$ cat src/inc/rcafr_consts.svh
`ifndef RCAFR_CONSTS_SVH
`define RCAFR_CONSTS_SVH

// Cause flag positions
`define RCAFR_POR_BIT     7
`define RCAFR_PIN_BIT     6
`define RCAFR_WDOG_BIT    5
`define RCAFR_BADOP_BIT   4
`define RCAFR_BADADDR_BIT 3
`define RCAFR_LOWV_BIT    1

// Values after power-on
`define RCAFR_POR_FLAGS   8'h82
`define RCAFR_ZERO_BYTE   8'h00

// Watchdog service sequence
`define RCAFR_SVC_FIRST   8'h55
`define RCAFR_SVC_SECOND  8'haa

// Forced reset bit in the debug register
`define RCAFR_FORCE_BIT   0

// Least hold of a system reset, in cycles
`define RCAFR_HOLD_CYCLES 16

`endif

$ cat src/inc/rcafr_pkg.sv
package rcafr_pkg;

    typedef logic [7:0] rcafr_byte_t;

    typedef enum logic [1:0] {
        ST_RUN  = 2'b01,
        ST_HOLD = 2'b10
    } rcafr_state_e;

endpackage : rcafr_pkg

$ cat src/rcafr_reset_cause.sv
`timescale 1ns/100ps
`include "rcafr_consts.svh"

module rcafr_reset_cause
    import rcafr_pkg::*;
#(
    parameter int HOLD_CYCLES = `RCAFR_HOLD_CYCLES
) (
    input  wire logic        core_clk,
    input  wire logic        rst_n,
    input  wire logic        cpuStatusSel,
    input  wire logic        cpuDebugSel,
    input  wire logic        cpuWrEn,
    input  wire logic        cpuRdEn,
    input  wire logic [7:0]  cpuWrData,
    output logic      [7:0]  cpuRdData,
    input  wire logic        bdmDebugWrEn,
    input  wire logic [7:0]  bdmWrData,
    input  wire logic        resetPinN,
    input  wire logic        lowVoltageSense,
    input  wire logic        low_voltage_reset_enable,
    input  wire logic        watchdog_enable,
    input  wire logic        watchdog_window_select,
    input  wire logic        watchdogLateQuarter,
    input  wire logic        watchdogTimeout,
    input  wire logic        illegalOpcode,
    input  wire logic        stopInstruction,
    input  wire logic        stop_allow,
    input  wire logic        debug_halt_instruction,
    input  wire logic        background_mode_allow,
    input  wire logic        illegalAddress,
    output logic             watchdogRestart,
    output logic             sysReset
);

    rcafr_state_e state_q;
    rcafr_byte_t  causeFlags_q;
    logic         svcArmed_q;
    logic [15:0]  holdCnt_q;
    logic [2:0]   pinSync_q;
    logic [2:0]   lowvSync_q;

    logic         pinLow_q;
    logic         lowvLow_q;

    logic         running;
    logic         statusWrite;
    logic         wdogWriteFault;
    logic         forceReq;

    logic         pinSrc;
    logic         wdogSrc;
    logic         badOpSrc;
    logic         badAddrSrc;
    logic         lowvSrc;
    logic         anySrc;
    logic         holdDone;

    rcafr_byte_t  entryFlags_d;
    rcafr_byte_t  cpuRdData_d;

    // True for either byte of the service sequence
    function automatic logic isServiceByte(input rcafr_byte_t value);
        logic hit;
        hit = 1'b0;
        if (value == `RCAFR_SVC_FIRST) begin
            hit = 1'b1;
        end
        if (value == `RCAFR_SVC_SECOND) begin
            hit = 1'b1;
        end
        return hit;
    endfunction : isServiceByte

    // Cause byte to store at reset entry
    function automatic rcafr_byte_t entryFlags(
        input rcafr_byte_t prevFlags,
        input logic        lowvEntry,
        input logic        pinEntry,
        input logic        wdogEntry,
        input logic        badOpEntry,
        input logic        badAddrEntry
    );
        rcafr_byte_t flags;
        flags = `RCAFR_ZERO_BYTE;
        if (lowvEntry) begin
            flags[`RCAFR_POR_BIT]  = prevFlags[`RCAFR_POR_BIT];
            flags[`RCAFR_LOWV_BIT] = 1'b1;
        end else begin
            flags[`RCAFR_PIN_BIT]     = pinEntry;
            flags[`RCAFR_WDOG_BIT]    = wdogEntry;
            flags[`RCAFR_BADOP_BIT]   = badOpEntry;
            flags[`RCAFR_BADADDR_BIT] = badAddrEntry;
        end
        return flags;
    endfunction : entryFlags

    // Reset pin synchroniser
    always_ff @(posedge core_clk or negedge rst_n) begin
        if (!rst_n) begin
            pinSync_q <= 3'h7;
        end else begin
            pinSync_q <= {pinSync_q[1:0], resetPinN};
        end
    end

    // Low-voltage sense synchroniser
    always_ff @(posedge core_clk or negedge rst_n) begin
        if (!rst_n) begin
            lowvSync_q <= 3'h0;
        end else begin
            lowvSync_q <= {lowvSync_q[1:0], lowVoltageSense};
        end
    end

    // Pin level changes once stages two and three agree
    always_ff @(posedge core_clk or negedge rst_n) begin
        if (!rst_n) begin
            pinLow_q <= 1'b0;
        end else if (pinSync_q[1] == pinSync_q[2]) begin
            pinLow_q <= ~pinSync_q[2];
        end
    end

    // Same filter for the low-voltage sense
    always_ff @(posedge core_clk or negedge rst_n) begin
        if (!rst_n) begin
            lowvLow_q <= 1'b0;
        end else if (lowvSync_q[1] == lowvSync_q[2]) begin
            lowvLow_q <= lowvSync_q[2];
        end
    end

    assign running     = (state_q == ST_RUN);
    assign statusWrite = running && cpuStatusSel && cpuWrEn;

    // Bad value, or any write in the closed window
    always_comb begin
        wdogWriteFault = 1'b0;
        if (statusWrite && watchdog_enable) begin
            if (!isServiceByte(cpuWrData)) begin
                wdogWriteFault = 1'b1;
            end
            if (watchdog_window_select && !watchdogLateQuarter) begin
                wdogWriteFault = 1'b1;
            end
        end
    end

    // Only the background port reaches the force bit
    assign forceReq = running && bdmDebugWrEn && bdmWrData[`RCAFR_FORCE_BIT];

    assign pinSrc  = pinLow_q;
    assign wdogSrc = watchdog_enable && (watchdogTimeout || wdogWriteFault);
    assign badOpSrc = illegalOpcode
                      || (stopInstruction && !stop_allow)
                      || (debug_halt_instruction && !background_mode_allow);
    assign badAddrSrc = illegalAddress;
    assign lowvSrc    = low_voltage_reset_enable && lowvLow_q;
    assign anySrc     = pinSrc || wdogSrc || badOpSrc || badAddrSrc || lowvSrc || forceReq;

    // Reset is held while the pin is still low, or the supply is still low with low-voltage reset enabled
    assign holdDone = (holdCnt_q == 16'h0000) && !pinLow_q && !lowvSrc;

    // Reset sequencing
    always_ff @(posedge core_clk or negedge rst_n) begin
        if (!rst_n) begin
            state_q   <= ST_RUN;
            holdCnt_q <= 16'h0000;
        end else begin
            case (state_q)
                ST_RUN: begin
                    if (anySrc) begin
                        state_q   <= ST_HOLD;
                        holdCnt_q <= 16'(HOLD_CYCLES - 1);
                    end
                end
                ST_HOLD: begin
                    if (holdCnt_q != 16'h0000) begin
                        holdCnt_q <= holdCnt_q - 16'h0001;
                    end
                    if (holdDone) begin
                        state_q <= ST_RUN;
                    end
                end
                default: begin
                    state_q   <= ST_HOLD;
                    holdCnt_q <= 16'(HOLD_CYCLES - 1);
                end
            endcase
        end
    end

    // Cause flags loaded at reset entry
    always_ff @(posedge core_clk or negedge rst_n) begin
        if (!rst_n) begin
            causeFlags_q <= `RCAFR_POR_FLAGS;
        end else if (running && anySrc) begin
            causeFlags_q <= entryFlags_d;
        end
    end

    // Low-voltage entry wins over the other sources
    assign entryFlags_d = entryFlags(causeFlags_q, lowvSrc, pinSrc, wdogSrc,
                                     badOpSrc, badAddrSrc);

    // Service sequence tracking
    always_ff @(posedge core_clk or negedge rst_n) begin
        if (!rst_n) begin
            svcArmed_q      <= 1'b0;
            watchdogRestart <= 1'b0;
        end else begin
            watchdogRestart <= 1'b0;
            if (!running || anySrc) begin
                svcArmed_q <= 1'b0;
            end else if (statusWrite) begin
                if (cpuWrData == `RCAFR_SVC_FIRST) begin
                    svcArmed_q <= 1'b1;
                end else begin
                    svcArmed_q <= 1'b0;
                    if ((cpuWrData == `RCAFR_SVC_SECOND) && svcArmed_q) begin
                        watchdogRestart <= 1'b1;
                    end
                end
            end
        end
    end

    // Read select; debug register always returns zero
    always_comb begin
        cpuRdData_d = `RCAFR_ZERO_BYTE;
        if (cpuRdEn && cpuStatusSel) begin
            cpuRdData_d = causeFlags_q;
        end else if (cpuRdEn && cpuDebugSel) begin
            cpuRdData_d = `RCAFR_ZERO_BYTE;
        end
    end

    // Registered read data, zero outside a read
    always_ff @(posedge core_clk or negedge rst_n) begin
        if (!rst_n) begin
            cpuRdData <= `RCAFR_ZERO_BYTE;
        end else begin
            cpuRdData <= cpuRdData_d;
        end
    end

    // System reset level follows the hold state

    assign sysReset = (state_q == ST_HOLD);

endmodule : rcafr_reset_cause

$ cat config.mk
export PLATFORM = sky130hd
export DESIGN_NAME = rcafr_reset_cause
export DESIGN_NICKNAME = d
export VERILOG_FILES = /design/src/inc/rcafr_pkg.sv /design/src/rcafr_reset_cause.sv
export VERILOG_INCLUDE_DIRS = /design/src /design/src/inc
export SDC_FILE = /design/constraint.sdc
export NUM_CORES = 1
export LEC_CHECK = 0
export BUFFER_PORTS_ARGS = -buffer_cell sky130_fd_sc_hd__clkbuf_2
export CAP_MARGIN = 5
export CELL_PAD_IN_SITES_DETAIL_PLACEMENT = 1
export CELL_PAD_IN_SITES_GLOBAL_PLACEMENT = 1
export CORE_UTILIZATION = 44
export DETAILED_ROUTE_END_ITERATION = 8
export PLACE_DENSITY = 0.81
export SLEW_MARGIN = 25
export SYNTH_ARGS = -nofsm -noshare
export SYNTH_HDL_FRONTEND = slang
export SYNTH_SLANG_ARGS = --single-unit
$ cat constraint.sdc
create_clock -name core_clk -period 5.06 [get_ports core_clk]
set_clock_uncertainty 0.2 [all_clocks]
set_input_delay 0.506 -clock core_clk [delete_from_list [all_inputs] [get_ports core_clk]]
set_output_delay 0.506 -clock core_clk [all_outputs]
set_load 0.05 [all_outputs]
==> results of run 1 <==
[synth_stat cells, drive strengths merged (2+ instances only)]
cell type	instances	area share [%]
inv	14	2.7
o31ai	3	1.1
dfrtp	34	43
nand3	6	1.5
buf	5	2.2
or3	2	0.96
nand2	14	2.7
and2	4	1.3
o21ai	16	4.3
a21oi	8	2.0
a221o	2	1.1
nor2	8	1.9
o2bb2ai	2	0.89
mux2i	3	1.5
a21o	3	1.1
nor4bb	2	1.0
and3	9	2.9
a221oi	2	1.2
or4	6	2.7
or2	4	1.4
nor3	6	1.5
a22o	5	2.3
nor4	6	1.9
dfstp	6	8.0
[sequential cells by signal (all words and copies together) (netlist names)]
register and flops:
state_q 2, pinLow_q 1, pinSync_q 3, lowvSync_q 3, holdCnt_q 16, causeFlags_q 6, svcArmed_q 1, watchdogRestart 1
cpuRdData 6, lowvLow_q 1
[per-stage QoR]
step	worst slack, ns	instance area [sq um]
finish	2.17	2280
floorplan	2.57	1960
global placement	2.10	2150
global route	2.07	2280
CTS	2.17	2280
detailed placement	2.02	2150
[critical path, cell delays in order, from the launching register on]
cell and delay, ns:
dfrtp_1 0.43, inv_1 0.08, ha_1 0.19, or3b_2 0.53
or3_4 0.43, or2_4 0.26, o21ai_2 0.25, mux2_2 0.40
[path summary, 6_finish.rpt]
path / endpoint / slack [ns]
setup / recovery: holdCnt_q[1] / 2.17
hold / removal: pinSync_q[0] / 0.1
setup reg to reg: holdCnt_q[1] / 2.17
hold reg to reg: pinSync_q[1] / 0.16
max in group asynchronous: holdCnt_q[8] / 3.96
min in group asynchronous: pinLow_q / 0.14
[logic make-up (layout without fill, tap and decap cells)]
group	after synthesis	in the layout	share of synthesized area (%)
mux	4	4	2.11
buf+inv	20	57	5.04
other cells	1	2	0.191
compound gates	48	48	17.4
flops	40	40	51.5
fa+ha+maj	2	2	1.15
simple gates	73	73	22.6
[layer usage]
metal	global-route usage (%)	vias to the layer above	routed length, microns
li1	-	764	-
met1	26.3	810	2060
met2	40.0	42	2450
met3	4.44	7	177
met4	8.67	0	65
met5	0	-	0
[final cells by class]
class | instances | area [sq um] | share of cell area (%)
sequential | 40 | 1010 | 44.2
clock buffer | 7 | 96.3 | 4.22
timing repair buffer | 35 | 175 | 7.68
inverter | 14 | 52.6 | 2.30
multi-input combinational | 129 | 856 | 37.5
clock inverter | 1 | 30.0 | 1.32
tap | 50 | 62.6 | 2.74
[placed cells by master, fill, tap and decap left out, types with 2 or more instances in the layout]
master | synthesis | final
dfrtp_1 | 34 | 34
clkbuf_2 | 0 | 34
inv_1 | 14 | 14
nand2_1 | 14 | 14
o21ai_0 | 14 | 14
and3_1 | 9 | 9
a21oi_1 | 8 | 8
nor2_1 | 7 | 7
clkbuf_8 | 0 | 7
nor3_1 | 6 | 6
nand3_1 | 6 | 6
nor4_1 | 6 | 6
dfstp_2 | 6 | 6
and2_1 | 4 | 4
or4_2 | 4 | 4
a22o_1 | 4 | 4
a21o_1 | 3 | 3
o31ai_1 | 3 | 3
or2_2 | 3 | 3
mux2i_1 | 3 | 3
nor4bb_1 | 2 | 2
o2bb2ai_1 | 2 | 2
conb_1 | 1 | 2
[power breakdown]
group / switching, mW / total, mW / internal (mW)
Sequential: 0.00404 / 0.331 / 0.327
Clock: 0.109 / 0.283 / 0.174
Combinational: 0.0247 / 0.0390 / 0.0143
==> flow_metrics.py, run 1 <==
metrics = {
    "run_status": {
        "status": "completed",
    },
    "drt": {
        "wl_per_cell_microns": 17.2,
        "antenna_left": 0,
        "drc": 0,
        "via_per_inst": 5.88,
        "firstDrtPassIters": 4,
        "wl_microns": 4750,
        "via_count": 1623,
        "drt-initial-drc-count": 98,
    },
    "finish": {
        "drive_gt1_share_pct": 30.1,
        "n_antenna_cell": 0,
        "final_nets": 262,
        "layout.cells.non_filler": 276,
        "syn2layout_area_growth_pct": 16.4,
        "postLayoutCoreUtil_pct": 55.0,
        "fill_cells": 482,
    },
    "floorplan": {
        "dieArea_sq_mm": 0.00472,
        "start_util_pct": 47.3,
        "fp.dieW_microns": 68.7,
        "die_h_microns": 68.7,
        "io_pins": 46,
        "rows": 23,
        "core_sq_mm": 0.00414,
    },
    "pwr": {
        "leakage_nw": 1.06,
        "ir_drop_uv": 164,
        "finalPower_uw": 654,
        "powerDensity_mw_per_mm2": 287,
    },
    "cts": {
        "cts_htree_levels": 2,
        "clk_latency_ns": 0.29,
        "cts_root_buffer": "clkbuf_8",
        "cts_buffers": 5,
        "tritoncts": "yes",
        "cts_setup_buffers": 0,
        "ctsResizeCount": 0,
        "hold_buffers": 0,
        "clkSlewWorstSetupHoldPaths_ns": 0.08,
        "clock_path_buffers": 2,
        "cts_sinks": 40,
    },
    "grt": {
        "grtUsageTotal_pct": 22.4,
        "antenna_found_initial": 0,
        "grt_max_degree": 41,
        "grt_pass1_wl_microns": 7690,
        "grt.overflow.total": 0,
        "grt_pass1_vias": 1662,
    },
    "logic_synthesis": {
        "synth-edff-count": 0,
        "synth_cell_type_count": 54,
        "seq_area_frac_synth_pct": 51.5,
        "synth_ff_type": "dfrtp_1",
        "async_flop_share_pct": 100,
        "syn_inst": 188,
        "synth-seq-cells": 40,
        "synth_area_sq_mm": 0.00196,
        "post_synth.cell_area_avg_sq_um": 10.4,
        "yosys_warnings": 0,
    },
    "place": {
        "dp.cells": 268,
        "io_buffers": 35,
        "dp_hpwl_microns": 3470,
        "place.gp.congestion": 0.791,
    },
    "timing": {
        "final-hold-violation-count": 0,
        "worstMarginPinSlew_ns": 0.897,
        "fmax_mhz": 346,
        "final_max_slew_viol_count": 0,
        "rsz0062_at_grt": "false",
        "period_minus_slack_ns": 2.89,
        "fin_crit_sh_pct": 57.1,
        "relSlewSlack_pct": 40.2,
        "holdWs_ns": 0.0971,
        "setup_viol": 0,
        "finalSetupTns_ns": 0,
    },
    "worst_setup_path": {
        "crit_path_end_kind": "flip-flop",
        "path_class": "flip-flop to flip-flop",
        "crit_arrival_ns": 2.87,
        "cp_max_fo": 14,
        "critPathRequiredTime_ns": 5.04,
        "crit_start": "holdCnt_q[0]",
        "reg2reg_from": "holdCnt_q[0]",
        "reg2regPathDepth": 7,
        "critPathLaunchType": "flip-flop",
    },
    "min_path": {
        "hp-class": "input pin to flip-flop",
        "min-delay-start": "resetPinN",
        "hold_depth": 1,
    },
    "job": {
        "cap_violations": 0,
    },
}
Note: power is estimated with default switching activity, not from simulation.
==> run 2: changes to the inputs <==
--- a/config.mk
+++ b/config.mk
@@ -6,13 +6,14 @@
 export SDC_FILE = /design/constraint.sdc
 export NUM_CORES = 1
 export LEC_CHECK = 0
+export ABC_AREA = 1
 export BUFFER_PORTS_ARGS = -buffer_cell sky130_fd_sc_hd__clkbuf_2
 export CAP_MARGIN = 5
 export CELL_PAD_IN_SITES_DETAIL_PLACEMENT = 1
 export CELL_PAD_IN_SITES_GLOBAL_PLACEMENT = 1
-export CORE_UTILIZATION = 44
+export CORE_UTILIZATION = 35
 export DETAILED_ROUTE_END_ITERATION = 8
-export PLACE_DENSITY = 0.81
+export PLACE_DENSITY = 0.72
 export SLEW_MARGIN = 25
 export SYNTH_ARGS = -nofsm -noshare
 export SYNTH_HDL_FRONTEND = slang
==> constraint.sdc (replaced) <==
create_clock -name core_clk -period 2.5 [get_ports core_clk]
set_clock_uncertainty 0.2 [all_clocks]
set_input_delay 0.25 -clock core_clk [delete_from_list [all_inputs] [get_ports core_clk]]
set_output_delay 0.25 -clock core_clk [all_outputs]
set_load 0.05 [all_outputs]
==> run 2 against run 1 <==
Synthesized area is 7.2% higher; largest cell class unchanged; critical endpoint is now holdCnt_q[5]; critical path depth is 1 higher; wire length is 4.1% higher; utilization is 11 points lower; critical path type unchanged.
==> flow_metrics.py, run 2 <==
metrics = {
    "cts": {
        "cts_htree_levels": 2,
        "clock_path_buffers": 2,
        "cts_root_buffer": "clkbuf_8",
        "ctsResizeCount": 0,
        "clk_latency_ns": 0.31,
        "tritoncts": "yes",
        "cts_buffers": 5,
        "clkSlewWorstSetupHoldPaths_ns": 0.08,
        "cts_sinks": 40,
    },
    "drt": {
        "firstDrtPassIters": 4,
        "via_count": 1847,
        "drt-initial-drc-count": 59,
        "antenna_left": 0,
        "wl_per_cell_microns": 12.6,
        "via_per_inst": 4.71,
        "drc": 0,
        "wl_microns": 4940,
    },
    "worst_setup_path": {
        "critPathMaxStageDelay_ns": 0.40,
        "critPathRequiredTime_ns": 2.55,
        "cp_max_fo": 17,
        "cpMaxStageDelayCell": "dfrtp_1",
        "r2r_end": "holdCnt_q[5]",
        "ff2ff_setup_slack_ns": 0.36,
        "path_class": "flip-flop to flip-flop",
        "crit_arrival_ns": 2.19,
        "reg2regPathDepth": 8,
        "crit_path_end_kind": "flip-flop",
        "crit_path_frequent_cell": "nand2_1",
        "crit_chain": "inv_1, ha_1, nand3_1, nor3_2, nand4_4, nand2_4, nand2_1, nand2_1",
        "reg2reg_from": "holdCnt_q[0]",
        "critPathLaunchType": "flip-flop",
    },
    "finish": {
        "final_common_cell": "nand2_1",
        "n_antenna_cell": 0,
        "layout.cells.non_filler": 392,
        "final_nets": 356,
        "register_area_sq_mm": 0.00101,
        "drive_gt1_share_pct": 19.1,
        "syn2layout_area_growth_pct": 18.1,
        "largest_reg_flops": 16,
        "final_cell_mix": "86 x nand2_1, 44 x nor2_1, 35 x clkbuf_2",
        "top_register": "holdCnt_q",
        "multiInputGateArea_sq_um": 926,
        "final_area_sq_mm": 0.00248,
        "fill_cells": 712,
        "reg_top3": "holdCnt_q x16, causeFlags_q x6, cpuRdData x6",
    },
    "logic_synthesis": {
        "synth_most_common_cell": "nand2_1",
        "synth_cell_type_count": 30,
        "seq_area_frac_synth_pct": 48.0,
        "synth-seq-cells": 40,
        "yosys_warnings": 0,
        "synth.largest_area_cell": "dfrtp_1",
        "yosys-top-cells-area": "dfrtp_1 41%, nand2_1 15%, nor2_1 7.9%",
        "post_synth.cell_area_avg_sq_um": 7.58,
        "synth-edff-count": 0,
        "synth_area_sq_mm": 0.00210,
        "synth_top_area_share_pct": 40.5,
        "async_flop_share_pct": 100,
        "syn_inst": 277,
        "synth_ff_type": "dfrtp_1",
        "ys_top_cells_by_count": "86 x nand2_1, 44 x nor2_1, 34 x dfrtp_1, 28 x inv_1, 27 x nand3_1",
    },
    "grt": {
        "grt_pass1_vias": 1861,
        "antenna_found_initial": 0,
        "grt.overflow.total": 0,
        "grt_pass1_wl_microns": 8630,
        "grt_max_degree": 25,
        "grtUsageTotal_pct": 18.1,
    },
    "floorplan": {
        "die_h_microns": 79.5,
        "io_pins": 46,
        "start_util_pct": 37.2,
        "rows": 27,
        "core_sq_mm": 0.00564,
        "dieArea_sq_mm": 0.00632,
        "fp.dieW_microns": 79.5,
    },
    "job": {
        "cap_violations": 0,
    },
    "min_path": {
        "hold_depth": 3,
        "hp-class": "input pin to flip-flop",
        "min-delay-start": "illegalAddress",
        "min_to": "causeFlags_q[3]",
    },
    "timing": {
        "rsz0062_at_grt": "false",
        "final_max_slew_viol_count": 0,
        "fin_crit_sh_pct": 85.8,
        "final-hold-violation-count": 0,
        "period_minus_slack_ns": 2.14,
        "fmax_mhz": 466,
        "holdWs_ns": 0.0245,
        "finalSetupTns_ns": 0,
        "setup_viol": 0,
    },
    "place": {
        "dp.cells": 381,
        "place.gp.congestion": 0.800,
        "io_buffers": 35,
        "dpl_cell_area_sq_mm": 0.00233,
        "dp_hpwl_microns": 3710,
    },
    "pwr": {
        "ir_drop_uv": 486,
        "finalPower_mw": 2.23,
        "powerDensity_mw_per_mm2": 900,
        "leakage_nw": 1.29,
    },
    "run_status": {
        "status": "completed",
    },
}
run 2: cell types whose count changed after synthesis, sizes merged, moves of 4 or more:
cell,before,now
a22o,5,0
inv,14,29
or4,6,0
nand3,6,28
or2,4,0
nand2,14,88
and3,9,1
and2,4,0
nor2,8,45
o21ai,16,10
nor4,6,0
run 2: how the worst max path moves through the flow:
stage               slack (ns)          from             to
floorplan                 0.70  holdCnt_q[0]   holdCnt_q[3]
global placement          0.34  holdCnt_q[0]   holdCnt_q[1]
detailed placement        0.32  holdCnt_q[0]  holdCnt_q[11]
CTS                       0.30  holdCnt_q[0]   holdCnt_q[5]
global route              0.12  holdCnt_q[0]   holdCnt_q[5]
finish                    0.36  holdCnt_q[0]   holdCnt_q[5]
run 2: through the flow:
| step | utilization (%) | worst slack [ns] |
|---|---|---|
| 5_1_grt | 44.0 | 0.117 |
| 4_1_cts | 44.0 | 0.301 |
| 2_1_floorplan | - | 0.700 |
| 3_5_place_dp | 41.4 | 0.319 |
| 3_3_place_gp | 41.4 | 0.339 |
| 6_report | 44.0 | 0.356 |
run 2: kinds of logic after synthesis:
family | count (synthesis) | share of synthesized area [%]
AND/OR/NAND/NOR | 172 | 35.8
buffers and inverters | 37 | 8.10
adder cells (fa/ha/maj) | 2 | 1.07
XOR/XNOR | 5 | 2.08
AO/OA/AOI/OAI | 20 | 4.76
other | 1 | 0.179
flip-flops | 40 | 48.0
run 2: layout make-up:
| cell class | instances | area share, % |
|---|---|---|
| Clock buffer | 5 | 2.77 |
| Clock inverter | 3 | 1.92 |
| Inverter | 30 | 4.54 |
| Multi-Input combinational cell | 201 | 37.3 |
| Sequential cell | 40 | 40.6 |
| Tap cell | 72 | 3.63 |
| Timing Repair Buffer | 41 | 9.18 |
run 2: metal layers:
layer / global-route usage, % / part of all wire [%]
met2: 30.2 / 48
met5: 0 / 0
met3: 4.80 / 3.4
met4: 6.00 / 1.3
met1: 22.7 / 47
run 2: worst max-delay path: cells and delay by family (launching register included):
family	cells	cell delay (ns)
fa+ha+maj	1	0.21
flops	1	0.40
buf+inv	1	0.08
simple gates	6	1.20
run 2: where the power goes:
group	switching (mW)	internal (mW)
combinational	0.426	0.287
sequential	0.159	0.798
clock	0.262	0.301
total	0.847	1.39
run 2: repair_timing:
action,in CTS,in global routing
setup buffers,0,0
hold buffers,3,0
endpoints found under the hold margin,15,0
==> run 3: changes to the inputs <==
--- a/config.mk
+++ b/config.mk
@@ -9,9 +9,8 @@
 export ABC_AREA = 1
 export BUFFER_PORTS_ARGS = -buffer_cell sky130_fd_sc_hd__clkbuf_2
 export CAP_MARGIN = 5
-export CELL_PAD_IN_SITES_DETAIL_PLACEMENT = 1
-export CELL_PAD_IN_SITES_GLOBAL_PLACEMENT = 1
-export CORE_UTILIZATION = 35
+export CORE_UTILIZATION = 48
+export CTS_BUF_LIST = sky130_fd_sc_hd__clkbuf_8 sky130_fd_sc_hd__clkbuf_16
 export DETAILED_ROUTE_END_ITERATION = 8
 export PLACE_DENSITY = 0.72
 export SLEW_MARGIN = 25
==> run 3 against run 2 <==
Final cell count decreased by 5.4%; combinational power decreased by 1%; clock power increased by 8.9%; sequential share of layout area about the same; via count decreased by 3.0%; global-route usage increased by 2.4 points; hold slack improved by 0.0067 ns; clock-buffer cell count unchanged; largest power group unchanged.
==> flow_metrics.py, run 3 (synthesis results as in run 2) <==
metrics = {
    "drt": {
        "firstDrtPassIters": 4,
        "drc": 0,
        "antenna_left": 0,
        "wl_microns": 3960,
        "via_count": 1791,
        "wl_per_cell_microns": 10.7,
        "via_per_inst": 4.83,
        "drt-initial-drc-count": 82,
    },
    "worst_setup_path": {
        "crit_chain": "inv_1, ha_1, nand3_1, nor3_2, nand4_4, nand2_4, nand2_1, nand2_1",
        "crit_arrival_ns": 2.17,
        "critPathRequiredTime_ns": 2.53,
        "critPathMaxStageDelay_ns": 0.39,
        "critPathLaunchType": "flip-flop",
        "crit_path_end_kind": "flip-flop",
        "path_class": "flip-flop to flip-flop",
        "cpMaxStageDelayCell": "dfrtp_1",
        "crit_path_frequent_cell": "nand2_1",
        "cp_max_fo": 17,
    },
    "finish": {
        "reg_top3": "holdCnt_q x16, causeFlags_q x6, cpuRdData x6",
        "syn2layout_area_growth_pct": 18.0,
        "n_antenna_cell": 0,
        "drive_gt1_share_pct": 18.7,
        "top_register": "holdCnt_q",
        "postLayoutCoreUtil_pct": 60.7,
        "largest_reg_flops": 16,
        "final_nets": 357,
        "final_common_cell": "nand2_1",
        "final_cell_mix": "86 x nand2_1, 44 x nor2_1, 34 x dfrtp_1, 34 x clkbuf_2, 29 x inv_1",
    },
    "grt": {
        "antenna_found_initial": 0,
        "grt.overflow.total": 0,
        "grt_max_degree": 39,
        "grtUsageTotal_pct": 20.6,
        "grt_pass1_wl_microns": 6980,
        "grt_pass1_vias": 1681,
    },
    "timing": {
        "final_max_slew_viol_count": 0,
        "period_minus_slack_ns": 2.14,
        "rsz0062_at_grt": "false",
        "final-hold-violation-count": 0,
        "relSlewSlack_pct": 45.9,
        "fmax_mhz": 468,
        "fin_ws_ns": 0.363,
        "setup_viol": 0,
        "worstMarginPinSlew_ns": 0.811,
        "finalSetupTns_ns": 0,
        "fin_crit_sh_pct": 85.5,
    },
    "cts": {
        "clk_latency_ns": 0.30,
        "cts_buffers": 5,
        "cts_root_buffer": "clkbuf_8",
        "tritoncts": "yes",
        "clock_path_buffers": 2,
        "ctsResizeCount": 0,
        "cts_htree_levels": 2,
        "clkSlewWorstSetupHoldPaths_ns": 0.08,
        "cts_sinks": 40,
    },
    "min_path": {
        "hp-class": "input pin to flip-flop",
    },
    "floorplan": {
        "start_util_pct": 51.4,
        "dieArea_sq_mm": 0.00465,
        "core_sq_mm": 0.00409,
        "io_pins": 46,
        "fp.dieW_microns": 68.2,
        "rows": 23,
        "die_h_microns": 68.2,
    },
    "run_status": {
        "status": "completed",
    },
    "job": {
        "cap_violations": 0,
    },
    "pwr": {
        "finalPower_mw": 2.27,
        "powerDensity_mw_per_mm2": 915,
        "leakage_nw": 1.31,
        "ir_drop_uv": 603,
    },
    "place": {
        "place_ws_ns": 0.382,
        "place.gp.congestion": 0.868,
        "io_buffers": 35,
        "dp_hpwl_microns": 2760,
    },
}
==> run 3: cell count changes in the layout (fill, tap and decap cells not counted), sizes merged <==
cell | before | now
inv | 29 | 30
clkbuf | 40 | 39
buf | 3 | 4
clkinv | 3 | 1
bufinv | 1 | 2
dlygate4sd3 | 3 | 4
==> run 3: power breakdown <==
part / switching, mW / internal (mW) / total [mW]
clock network: 0.218 / 0.395 / 0.613
logic: 0.415 / 0.287 / 0.703
registers: 0.155 / 0.798 / 0.954
total: 0.789 / 1.48 / 2.27
==> run 3: what timing repair did <==
item,in CTS,in global routing
hold buffers,4,0
endpoints found under the hold margin,37,0
buffers inserted,0,0
==> run 3: stage by stage <==
| step | cell area (sq um) | cells | hold WS (ns) |
|---|---|---|---|
| final | 2480 | 371 | 0.0312 |
| after global routing | 2480 | 371 | 0.0839 |
| after global placement | 2310 | 359 | 0.134 |
| after detailed placement | 2310 | 359 | 0.136 |
| after floorplan | 2100 | 278 | -0.246 |
| after CTS | 2480 | 371 | 0.0283 |
==> run 3: area by class of cell <==
class	instances	area (sq um)
Clock buffer	5	68.8
Clock inverter	3	63.8
Fill cell	370	1610
Inverter	30	113
Multi-Input combinational cell	201	926
Sequential cell	40	1010
Tap cell	50	62.6
Timing Repair Buffer	42	238
==> run 3: path summary, 6_finish.rpt <==
check / start / endpoint / slack, ns / cells past startpoint
setup / recovery: holdCnt_q[0] / holdCnt_q[1] / 0.36 / 8
hold / removal: watchdog_enable / causeFlags_q[5] / 0.03 / 3
setup reg to reg: holdCnt_q[0] / holdCnt_q[1] / 0.36 / 8
hold reg to reg: lowvSync_q[0] / lowvSync_q[1] / 0.15 / 0
max in group asynchronous: rst_n / pinSync_q[2] / 1.05 / 3
min in group asynchronous: rst_n / cpuRdData[1] / 0.39 / 2
==> run 3: worst max-delay path, delay by kind of cell, from the launching register on <==
family | cells | cell delay, ns
adders and majority gates | 1 | 0.20
buffers and inverters | 1 | 0.08
DFF | 1 | 0.39
and+or+nand+nor | 6 | 1.19
==> run 3: routing by layer <==
metal	up-vias	global-route usage, %	wire, microns
li1	949	-	-
met3	7	4.00	182
met1	797	24.1	1810
met5	-	0	0
met4	0	10.4	85
met2	38	35.4	1880
